==> src/rtl/pcao_regs.vh <==
`ifndef PCAO_REGS_VH
`define PCAO_REGS_VH
`define PCAO_PINS 7
`define PCAO_TOP 6
`define PCAO_SCL 5
`define PCAO_SDA 4
`define PCAO_FILTER_NS 50
`define PCAO_CLK_MHZ 200
// Least time rounds up to whole cycles
`define PCAO_FILTER_CYC ((`PCAO_FILTER_NS * `PCAO_CLK_MHZ + 999) / 1000)
`define PCAO_CNT_W 4
`endif

==> src/rtl/pcao_port_c_override.v <==
`timescale 1ns/1ps
`default_nettype none
`include "pcao_regs.vh"
module pcao_port_c_override (
   input wire clk,
   input wire resetn,
   input wire resetPinDisableFuse,
   input wire twoWireEnable,
   input wire globalPullupDisable,
   input wire changeGroup1Enable,
   input wire [6:0] pinChangeMask,
   input wire [5:0] analogDigitalInputOff,
   input wire [6:0] portDirection,
   input wire [6:0] portOutput,
   input wire [6:0] padIn,
   input wire sclDriveLow,
   input wire sdaDriveLow,
   output reg [6:0] padOut,
   output reg [6:0] padOe,
   output reg [6:0] padPullup,
   output reg [6:0] padInputEnable,
   output reg [6:0] readDirection,
   output reg [6:0] readOutput,
   output reg [6:0] readInput,
   output reg [6:0] pinChangeSource,
   output reg sclIn,
   output reg sdaIn,
   output reg externalResetPin
);
   function filt_cnt_step;
      input [`PCAO_CNT_W-1:0] cnt;
      begin
         filt_cnt_step = (cnt >= (`PCAO_FILTER_CYC - 1));
      end
   endfunction

   // Override select: an active override enable replaces the port setting
   function ovr_pick;
      input oe;
      input ov;
      input dflt;
      begin
         ovr_pick = oe ? ov : dflt;
      end
   endfunction

   reg [6:0] pullupOe, pullupOv, dirOe, dirOv, valOe, valOv, input_enable_override_enable, input_enable_override_value;
   reg [6:0] pullNext, oeNext, outNext;
   wire [6:0] pinPull, pinOe, pinOut, dieNext, digIn;
   integer i;

   always @* begin
      pullupOe = 7'h00;
      pullupOv = 7'h00;
      dirOe = 7'h00;
      dirOv = 7'h00;
      valOe = 7'h00;
      valOv = 7'h00;
      // Top pin: reset disabled forces it to input with the pull-up on unless globally disabled, not set by the port bits
      pullupOe[`PCAO_TOP] = resetPinDisableFuse;
      pullupOv[`PCAO_TOP] = 1'b1;
      dirOe[`PCAO_TOP] = resetPinDisableFuse;
      pullupOe[`PCAO_SCL] = twoWireEnable;
      pullupOe[`PCAO_SDA] = twoWireEnable;
      pullupOv[`PCAO_SCL] = portOutput[`PCAO_SCL] & ~globalPullupDisable;
      pullupOv[`PCAO_SDA] = portOutput[`PCAO_SDA] & ~globalPullupDisable;
      dirOe[`PCAO_SCL] = twoWireEnable;
      dirOe[`PCAO_SDA] = twoWireEnable;
      dirOv[`PCAO_SCL] = sclDriveLow;
      dirOv[`PCAO_SDA] = sdaDriveLow;
      valOe[`PCAO_SCL] = twoWireEnable;
      valOe[`PCAO_SDA] = twoWireEnable;
      for (i = 0; i < `PCAO_TOP; i = i + 1) begin
         input_enable_override_enable[i] = (pinChangeMask[i] & changeGroup1Enable) | analogDigitalInputOff[i];
         input_enable_override_value[i] = pinChangeMask[i] & changeGroup1Enable;
      end
      input_enable_override_enable[`PCAO_TOP] = resetPinDisableFuse |
         (pinChangeMask[`PCAO_TOP] & changeGroup1Enable);
      input_enable_override_value[`PCAO_TOP] = resetPinDisableFuse;
   end

   // Per-pin selection between override values and port register settings
   genvar p;
   generate
      for (p = 0; p < `PCAO_PINS; p = p + 1) begin : gPin
         // Plain pull-up needs input direction and output bit high
         wire portPull = ~portDirection[p] & portOutput[p] & ~globalPullupDisable;
         assign pinPull[p] = ovr_pick(pullupOe[p], pullupOv[p], portPull);
         assign pinOe[p] = ovr_pick(dirOe[p], dirOv[p], portDirection[p]);
         assign pinOut[p] = ovr_pick(valOe[p], valOv[p], portOutput[p]);
         assign dieNext[p] = ovr_pick(input_enable_override_enable[p], input_enable_override_value[p], 1'b1);
         assign digIn[p] = padIn[p] & dieNext[p];
      end
   endgenerate

   always @* begin
      pullNext = pinPull;
      oeNext = pinOe;
      outNext = pinOut;
      // Global disable also covers overridden pull-ups on the top pin
      pullNext[`PCAO_TOP] = pinPull[`PCAO_TOP] & ~globalPullupDisable;
      // Reset-pin mode: pin belongs to reset circuit, no port drive
      if (!resetPinDisableFuse) begin
         oeNext[`PCAO_TOP] = 1'b0;
         outNext[`PCAO_TOP] = 1'b0;
         pullNext[`PCAO_TOP] = 1'b1;
      end
   end

   // Spike filters on the two-wire inputs: index 0 is data, 1 is clock
   wire [1:0] twStable;
   genvar g;
   generate
      for (g = 0; g < 2; g = g + 1) begin : gFilt
         wire raw;
         reg filtLevel_reg;
         reg filtLevel_next;
         reg [`PCAO_CNT_W-1:0] filtCnt_reg;
         reg [`PCAO_CNT_W-1:0] filtCnt_next;
         assign raw = padIn[`PCAO_SDA + g];
         assign twStable[g] = filtLevel_reg;

         // A new level must hold for the whole filter time before it is taken
         always @* begin
            filtLevel_next = filtLevel_reg;
            filtCnt_next = {`PCAO_CNT_W{1'b0}};
            if (!twoWireEnable) begin
               filtLevel_next = raw;
            end else if (raw != filtLevel_reg) begin
               if (filt_cnt_step(filtCnt_reg)) begin
                  filtLevel_next = raw;
               end else begin
                  filtCnt_next = filtCnt_reg + 1'b1;
               end
            end
         end

         always @(posedge clk or negedge resetn) begin
            if (!resetn) begin
               filtLevel_reg <= 1'b1;
               filtCnt_reg <= {`PCAO_CNT_W{1'b0}};
            end else begin
               filtLevel_reg <= filtLevel_next;
               filtCnt_reg <= filtCnt_next;
            end
         end
      end
   endgenerate

   // Pad controls take effect one cycle after the inputs
   always @(posedge clk or negedge resetn) begin
      if (!resetn) begin
         padOut <= 7'h00;
         padOe <= 7'h00;
         padPullup <= 7'h00;
         padInputEnable <= 7'h00;
      end else begin
         padOut <= outNext;
         padOe <= oeNext;
         padPullup <= pullNext;
         padInputEnable <= dieNext;
      end
   end

   // Top pin reads zero while it serves the reset circuit
   always @(posedge clk or negedge resetn) begin
      if (!resetn) begin
         readDirection <= 7'h00;
      end else begin
         readDirection <= portDirection;
         if (!resetPinDisableFuse) begin
            readDirection[`PCAO_TOP] <= 1'b0;
         end
      end
   end

   always @(posedge clk or negedge resetn) begin
      if (!resetn) begin
         readOutput <= 7'h00;
      end else begin
         readOutput <= portOutput;
         if (!resetPinDisableFuse) begin
            readOutput[`PCAO_TOP] <= 1'b0;
         end
      end
   end

   always @(posedge clk or negedge resetn) begin
      if (!resetn) begin
         readInput <= 7'h00;
      end else begin
         readInput <= digIn;
         if (!resetPinDisableFuse) begin
            readInput[`PCAO_TOP] <= 1'b0;
         end
      end
   end

   // Gated pad levels feed the change sources, bit i is source 8+i
   always @(posedge clk or negedge resetn) begin
      if (!resetn) begin
         pinChangeSource <= 7'h00;
      end else begin
         pinChangeSource <= digIn;
      end
   end

   // Filtered lines idle high like a released bus
   always @(posedge clk or negedge resetn) begin
      if (!resetn) begin
         sclIn <= 1'b1;
         sdaIn <= 1'b1;
      end else begin
         sclIn <= twStable[1];
         sdaIn <= twStable[0];
      end
   end

   // High means no external reset request
   always @(posedge clk or negedge resetn) begin
      if (!resetn) begin
         externalResetPin <= 1'b1;
      end else begin
         externalResetPin <= resetPinDisableFuse | padIn[`PCAO_TOP];
      end
   end
endmodule
`default_nettype wire

==> config.mk <==
export PLATFORM = sky130hd
export DESIGN_NAME = pcao_port_c_override
export DESIGN_NICKNAME = d
export VERILOG_FILES = /design/src/rtl/pcao_port_c_override.v
export VERILOG_INCLUDE_DIRS = /design/src /design/src/rtl
export SDC_FILE = /design/constraint.sdc
export NUM_CORES = 1
export LEC_CHECK = 0
export BUFFER_PORTS_ARGS = -buffer_cell sky130_fd_sc_hd__buf_4
export CORE_MARGIN = 5
export CORE_UTILIZATION = 40
export CTS_CLUSTER_DIAMETER = 200
export DETAILED_ROUTE_END_ITERATION = 8
export PLACE_DENSITY = 0.75
export SLEW_MARGIN = 20
export SYNTH_ARGS = -nofsm -noshare
export SYNTH_HDL_FRONTEND = slang
export SYNTH_SLANG_ARGS = --single-unit
export TNS_END_PERCENT = 50
==> constraint.sdc <==
create_clock -name clk -period 2.8 [get_ports clk]
set_input_delay 0.56 -clock clk [delete_from_list [all_inputs] [get_ports clk]]
set_output_delay 0.56 -clock clk [all_outputs]
set_load 0.01 [all_outputs]
==> out/metrics.cfg, run 1 <==
[timing]
fmax_ghz=0.6656
rsz0062_at_grt=false
finalSetupViolations=0
min_period_ns=1.502
drv_slew=0
finalClockSkew_ns=0.005071
relSlewSlack=0.5789
tightest_slew_ns=0.6317
period_share=0.5365
setup_tns_ns=0
setup_ws_ns=1.298
hold_violations=0

[floorplan]
start_util=0.4132
rows=25
core_area_mm2=0.004723
fp.dieW_um=79.86
io_pins=101
dieArea_mm2=0.006377
fp.dieH_um=79.86

[routing]
wl_met1_mm=1.413
vias_per_cell=4.198
drtAntennaViolNets=0
drcViolationCount=0
dr_wl_met3_um=327
drt_iter0_drc=64
routed-via-count=1272
drt-total-wl_mm=3.862
dr_wl_met2_mm=2.092
drt-pass1-iter-count=4
routed.top_layer=met4
wl_per_cell_um=12.75

[logic_synthesis]
avgSynthCellArea_um2=13.37
ys_seq_area_frac=0.6827
syn_area_mm2=0.001952
synth_cells=146
ys_seq_elements=53
syn_nets=194
yosysWarnings=0
ys_types=21

[final_layout]
seq_area_mm2=0.001333
fillCellCount=393
finish.utilization=0.5817
insertedDiodeCount=0
drive_gt1_frac=0.4958
multi_input_area_um2=461.7
syn2layout_area_growth_pct=40.77
final_nets=283
largest_reg_flops=8

[pwr]
switching_share=0.2374
power_frac_seq=0.559
pwr-share-comb=0.150
pwr_density_cell_mw_per_mm2=542.9
peakVddDrop_v=0.0003325
leakage_nw=1.393
netSwitchingPower_uw=354.1
intPower_mw=1.138
finalPower_mw=1.492
clockPowerShare=0.291

[hold_path]
worstHoldPathType=input pin to async pin

[place]
gp_congestion=0.7025
place_ws_ns=1.450
dp_hpwl_mm=3.045
place.port_buffers=99

[clock_network]
ctsHoldBuffers=0
clk_latency_ns=0.30
path_clk_slew_ns=0.09
numCtsBuffers=5
cts_sinks=53
cts_tree=done
htree_levels=2
clockBufferDepth=2
cts-root-buf=clkbuf_8
cts_resized=0
cts_setup_buffers=0

[worst_setup_path]
worstPathArrival_ns=0.94
cpPeakStageDelay_ns=0.53
path_class=flip-flop to output pin
cp_data_required_time_ns=2.24
critPathTopFamily=flip-flops
crit_chain=buf_4
crit_fanout=1
critPathLaunchType=flip-flop
path_buf_inv=1
crit_slowest_cell=dfstp_2
worstSetupEndpointType=output pin

[flow_run]
maxCapViolCount=0

[outcome]
outcome=completed

[grt]
gr-total-overflow=0
grt_pass1_wl_mm=5.858
grt_max_degree=54
grt.total_usage=0.1211
antenna_found_initial=0
grt_pass1_vias=1285

[per-stage QoR]
| step | hold slack (ns) | cell area, um^2 | std cells |
|---|---|---|---|
| 6_report | 0.2799 | 2748 | 303 |
| 5_1_grt | 0.3194 | 2748 | 303 |
| 4_1_cts | 0.2922 | 2748 | 303 |
| 3_5_place_dp | 0.3778 | 2651 | 295 |
| 3_3_place_gp | 0.3724 | 2651 | 295 |
| 2_1_floorplan | 0.2644 | 1952 | 146 |
[power groups by stage]
stage	registers [mW]	logic, mW	clock network [mW]
CTS	0.835	0.229	0.452
floorplan	0.866	0.0779	0
detailed placement	0.850	0.229	0
finish	0.834	0.224	0.434
global route	0.840	0.247	0.482
global placement	0.847	0.224	0
[cell type report]
cell class,count,share of cell area
clock inverters,2,0.005009
clock buffers,6,0.03005
well taps,67,0.03051
inverters,8,0.01093
flip-flops and latches,53,0.4850
repair buffers,99,0.2705
multi-input cells,68,0.1680
[synth_stat cells]
cell type	count	share of area
nand2_1	13	0.025
o211ai_1	2	0.0077
o21ai_1	2	0.0051
nand3_1	2	0.0051
nor3b_1	6	0.023
conb_1	1	0.0019
nor3b_2	2	0.013
ha_1	6	0.038
mux2_4	2	0.015
and2_1	10	0.032
a21o_1	2	0.0077
nor2b_1	4	0.013
inv_1	8	0.015
dfstp_2	5	0.067
nand3b_1	1	0.0038
xnor2_1	4	0.018
dfrtp_1	48	0.62
nor2_1	8	0.015
or2_2	1	0.0032
xor2_1	2	0.0090
buf_4	17	0.065
[worst register-to-register path: stages, from the launching register on]
cell and delay, ns:
dfrtp_1 0.41, inv_1 0.06, ha_1 0.19, nor3b_2 0.16, o211ai_1 0.33, nor2_1 0.09
[worst paths after layout]
path,startpoint,to,slack (ns),depth (start not counted)
min reg2reg,gFilt[0].filtLevel_reg,sdaIn,0.38,0
max in group asynchronous,resetn,padInputEnable[5],2.10,1
max,sdaIn,sdaIn,1.30,1
max reg2reg,gFilt[0].filtCnt_reg[0],gFilt[0].filtCnt_reg[2],1.45,5
min in group clk,portDirection[4],readDirection[4],0.37,1
min,resetn,pinChangeSource[1],0.28,1
[logic make-up (layout without fill, tap and decap cells)]
family	count (synthesis)	count (layout)	share of synthesized area
xor+xnor	6	6	0.02692
fa+ha+maj	6	6	0.03846
buf+inv	25	115	0.08077
compound gates	6	6	0.02051
other cells	1	1	0.001921
simple gates	47	47	0.1333
flops	53	53	0.6827
mux	2	2	0.01539
[metal layers]
| layer | GRT usage | up-vias |
|---|---|---|
| met5 | 0 | - |
| met4 | 0.04561 | 0 |
| met3 | 0.03725 | 4 |
| met2 | 0.2245 | 51 |
| met1 | 0.1272 | 600 |
| li1 | - | 617 |
[layout by cell type (no fill, tap or decap)]
| master | synthesis | layout |
|---|---|---|
| a21o_1 | 2 | 2 |
| and2_1 | 10 | 10 |
| buf_4 | 17 | 99 |
| clkbuf_8 | 0 | 6 |
| clkinv_2 | 0 | 1 |
| clkinv_4 | 0 | 1 |
| conb_1 | 1 | 1 |
| dfrtp_1 | 48 | 48 |
| dfstp_2 | 5 | 5 |
| ha_1 | 6 | 6 |
| inv_1 | 8 | 8 |
| mux2_4 | 2 | 2 |
| nand2_1 | 13 | 13 |
| nand3_1 | 2 | 2 |
| nand3b_1 | 1 | 1 |
| nor2_1 | 8 | 8 |
| nor2b_1 | 4 | 4 |
| nor3b_1 | 6 | 6 |
| nor3b_2 | 2 | 2 |
| o211ai_1 | 2 | 2 |
| o21ai_1 | 2 | 2 |
| or2_2 | 1 | 1 |
| xnor2_1 | 4 | 4 |
| xor2_1 | 2 | 2 |
Note: power is estimated with default switching activity, not from simulation.
==> inputs of run 2 (changes only) <==
--- a/config.mk
+++ b/config.mk
@@ -6,12 +6,13 @@
 export SDC_FILE = /design/constraint.sdc
 export NUM_CORES = 1
 export LEC_CHECK = 0
+export ABC_AREA = 1
 export BUFFER_PORTS_ARGS = -buffer_cell sky130_fd_sc_hd__buf_4
 export CORE_MARGIN = 5
 export CORE_UTILIZATION = 40
 export CTS_CLUSTER_DIAMETER = 200
 export DETAILED_ROUTE_END_ITERATION = 8
-export PLACE_DENSITY = 0.75
+export PLACE_DENSITY = 0.77
 export SLEW_MARGIN = 20
 export SYNTH_ARGS = -nofsm -noshare
 export SYNTH_HDL_FRONTEND = slang
==> constraint.sdc (replaced) <==
create_clock -name clk -period 1.3 [get_ports clk]
set_input_delay 0.26 -clock clk [delete_from_list [all_inputs] [get_ports clk]]
set_output_delay 0.26 -clock clk [all_outputs]
set_load 0.01 [all_outputs]
==> run 2 against run 1 <==
  * Routed wire length up 6.0%
  * Combinational power up 120%
  * Clock skew down 0.0021 ns
  * Clock-buffer cell count fell by 1
  * Global-route usage is 0.93 points higher
  * Synthesized area increased by 1.9%
  * Cell area is 3.7% higher
  * First-iteration DRC count fell by 34%
  * Cell count increased by 9.2%
  * Largest cell class unchanged
==> out/metrics.cfg, run 2 <==
[final_layout]
most-common-layout-cells=buf_4, dfrtp_1, nand2_1
final_common_cell=buf_4
drive_gt1_frac=0.4470
largest_reg_flops=8
syn2layout_area_growth_pct=43.21
final_nets=311
insertedDiodeCount=0

[worst_setup_path]
critPathTopFamily=flip-flops
worstPathArrival_ns=0.93
path_buf_inv=1
worstSetupEndpointType=output pin
path_class=flip-flop to output pin
crit_slowest_cell=dfstp_2
critPathLaunchType=flip-flop
crit_fanout=1
cp_data_required_time_ns=1.04
cpPeakStageDelay_ns=0.53
crit_chain=buf_4

[outcome]
outcome=completed

[grt]
grt_pass1_wl_mm=6.423
grt.total_usage=0.1303
gr-total-overflow=0
antenna_found_initial=0
grt_pass1_vias=1369
grt_max_degree=29

[logic_synthesis]
syn_area_mm2=0.001989
ys_types=19
synth_edf_count=0
synth_cells=172
syn_nets=220
yosys-top-cells-area=dfrtp_1, dfstp_2, buf_4
synthTopCellsByCount=dfrtp_1, nand2_1, inv_1
ys_seq_elements=53
yosysTopAreaCell=dfrtp_1
ys_seq_area_frac=0.6698
avgSynthCellArea_um2=11.57
yosysWarnings=0
yosysMostFrequentCell=dfrtp_1
ys_async_sr_fraction=1.000
synthFlopType=dfrtp_1
synth_top_area_share=0.6038

[routing]
drtAntennaViolNets=0
drt-total-wl_mm=4.092
drt_iter0_drc=42
wl_per_cell_um=12.36
drt-pass1-iter-count=4
drcViolationCount=0
routed-via-count=1423
vias_per_cell=4.299

[floorplan]
dieArea_mm2=0.006484
start_util=0.4157
fp.dieH_um=80.53
fp.dieW_um=80.53
core_area_mm2=0.004786
io_pins=101
rows=25

[clock_network]
cts_resized=0
cts_tree=done
clk_latency_ns=0.29
cts-root-buf=clkbuf_8
numCtsBuffers=5
cts_sinks=53
clockBufferDepth=2
htree_levels=2
path_clk_slew_ns=0.09

[timing]
setup_tns_ns=0
hold_violations=0
rsz0062_at_grt=false
fmax_ghz=0.8407
min_period_ns=1.190
hold_ws_ns=0.07492
finalClockSkew_ns=0.002992
drv_slew=0
finalSetupViolations=0
period_share=0.9150

[place]
gp_congestion=0.7570
place.port_buffers=99
dp_hpwl_mm=3.291

[pwr]
pwr_density_cell_mw_per_mm2=1240
leakage_nw=1.513
peakVddDrop_v=0.0005815

[flow_run]
maxCapViolCount=0

[hold_path]
worstHoldPathType=input pin to flip-flop

==> run 2: changes by cell type after synthesis, moves of 4 or more <==
cell	previous run	this run
nand2_1	13	31
nor2_1	8	15
o21ai_0	0	4
inv_1	8	20
and2_1	10	0
nor2b_1	4	0
a21boi_0	0	6
==> run 2: repair_timing <==
item,4_1_cts,5_1_grt
hold buffers,1,0
hold endpoints to repair,20,0
buffers inserted,0,0
==> run 2: cells by family (layout without fill, tap and decap cells) <==
family / after synthesis / after routing / share of synthesized area
compound gates: 11 / 11 / 0.03522
buf+inv: 37 / 129 / 0.1038
simple gates: 60 / 60 / 0.1340
fa+ha+maj: 6 / 6 / 0.03773
xor+xnor: 4 / 4 / 0.01761
flops: 53 / 53 / 0.6698
other cells: 1 / 1 / 0.001885
==> run 2: area by class of cell <==
cell class | count | area [um^2]
fillers | 422 | 1937
inverters | 20 | 75.07
clock inverters | 3 | 65.06
clock buffers | 5 | 68.82
well taps | 67 | 83.83
flip-flops and latches | 53 | 1333
multi-input cells | 82 | 450.4
repair buffers | 101 | 773.2
==> run 2: path summary, 6_finish.rpt <==
path / startpoint / endpoint / slack [ns] / depth (start not counted)
worst max-delay path: sclIn / sclIn / 0.11 / 1
worst min-delay path: portOutput[0] / readOutput[0] / 0.07 / 1
worst max register to register: gFilt[0].filtCnt_reg[0] / gFilt[0].filtCnt_reg[0] / 0.14 / 6
worst min register to register: gFilt[1].filtLevel_reg / sclIn / 0.39 / 0
max in group asynchronous: resetn / readOutput[2] / 0.44 / 3
min in group asynchronous: resetn / padInputEnable[0] / 0.41 / 2
==> run 2: layer usage <==
layer  wire (um)  track usage
met1        1430       0.1471
met2        2190       0.2351
met3         423      0.04484
met4          48      0.03041
met5           0            0
==> run 2: where the power goes <==
part / internal [mW] / switching (mW) / leakage (nW) / total (mW)
clock: 0.764 / 0.493 / 0.0681 / 1.26
combinational: 0.257 / 0.226 / 0.802 / 0.484
sequential: 1.75 / 0.0446 / 0.643 / 1.79
total: 2.77 / 0.764 / 1.51 / 3.53
==> run 2: per-stage QoR <==
step                setup WS [ns]  utilization  cells  area [um^2]  power, mW
floorplan                  0.2584            -    172         1989      2.018
global placement           0.2026       0.5652    322         2705      2.303
detailed placement         0.1561       0.5652    322         2705      2.317
CTS                       0.09150       0.5953    331         2849      3.580
global route             0.007785       0.5953    331         2849      3.713
finish                     0.1105       0.5953    331         2849      3.532
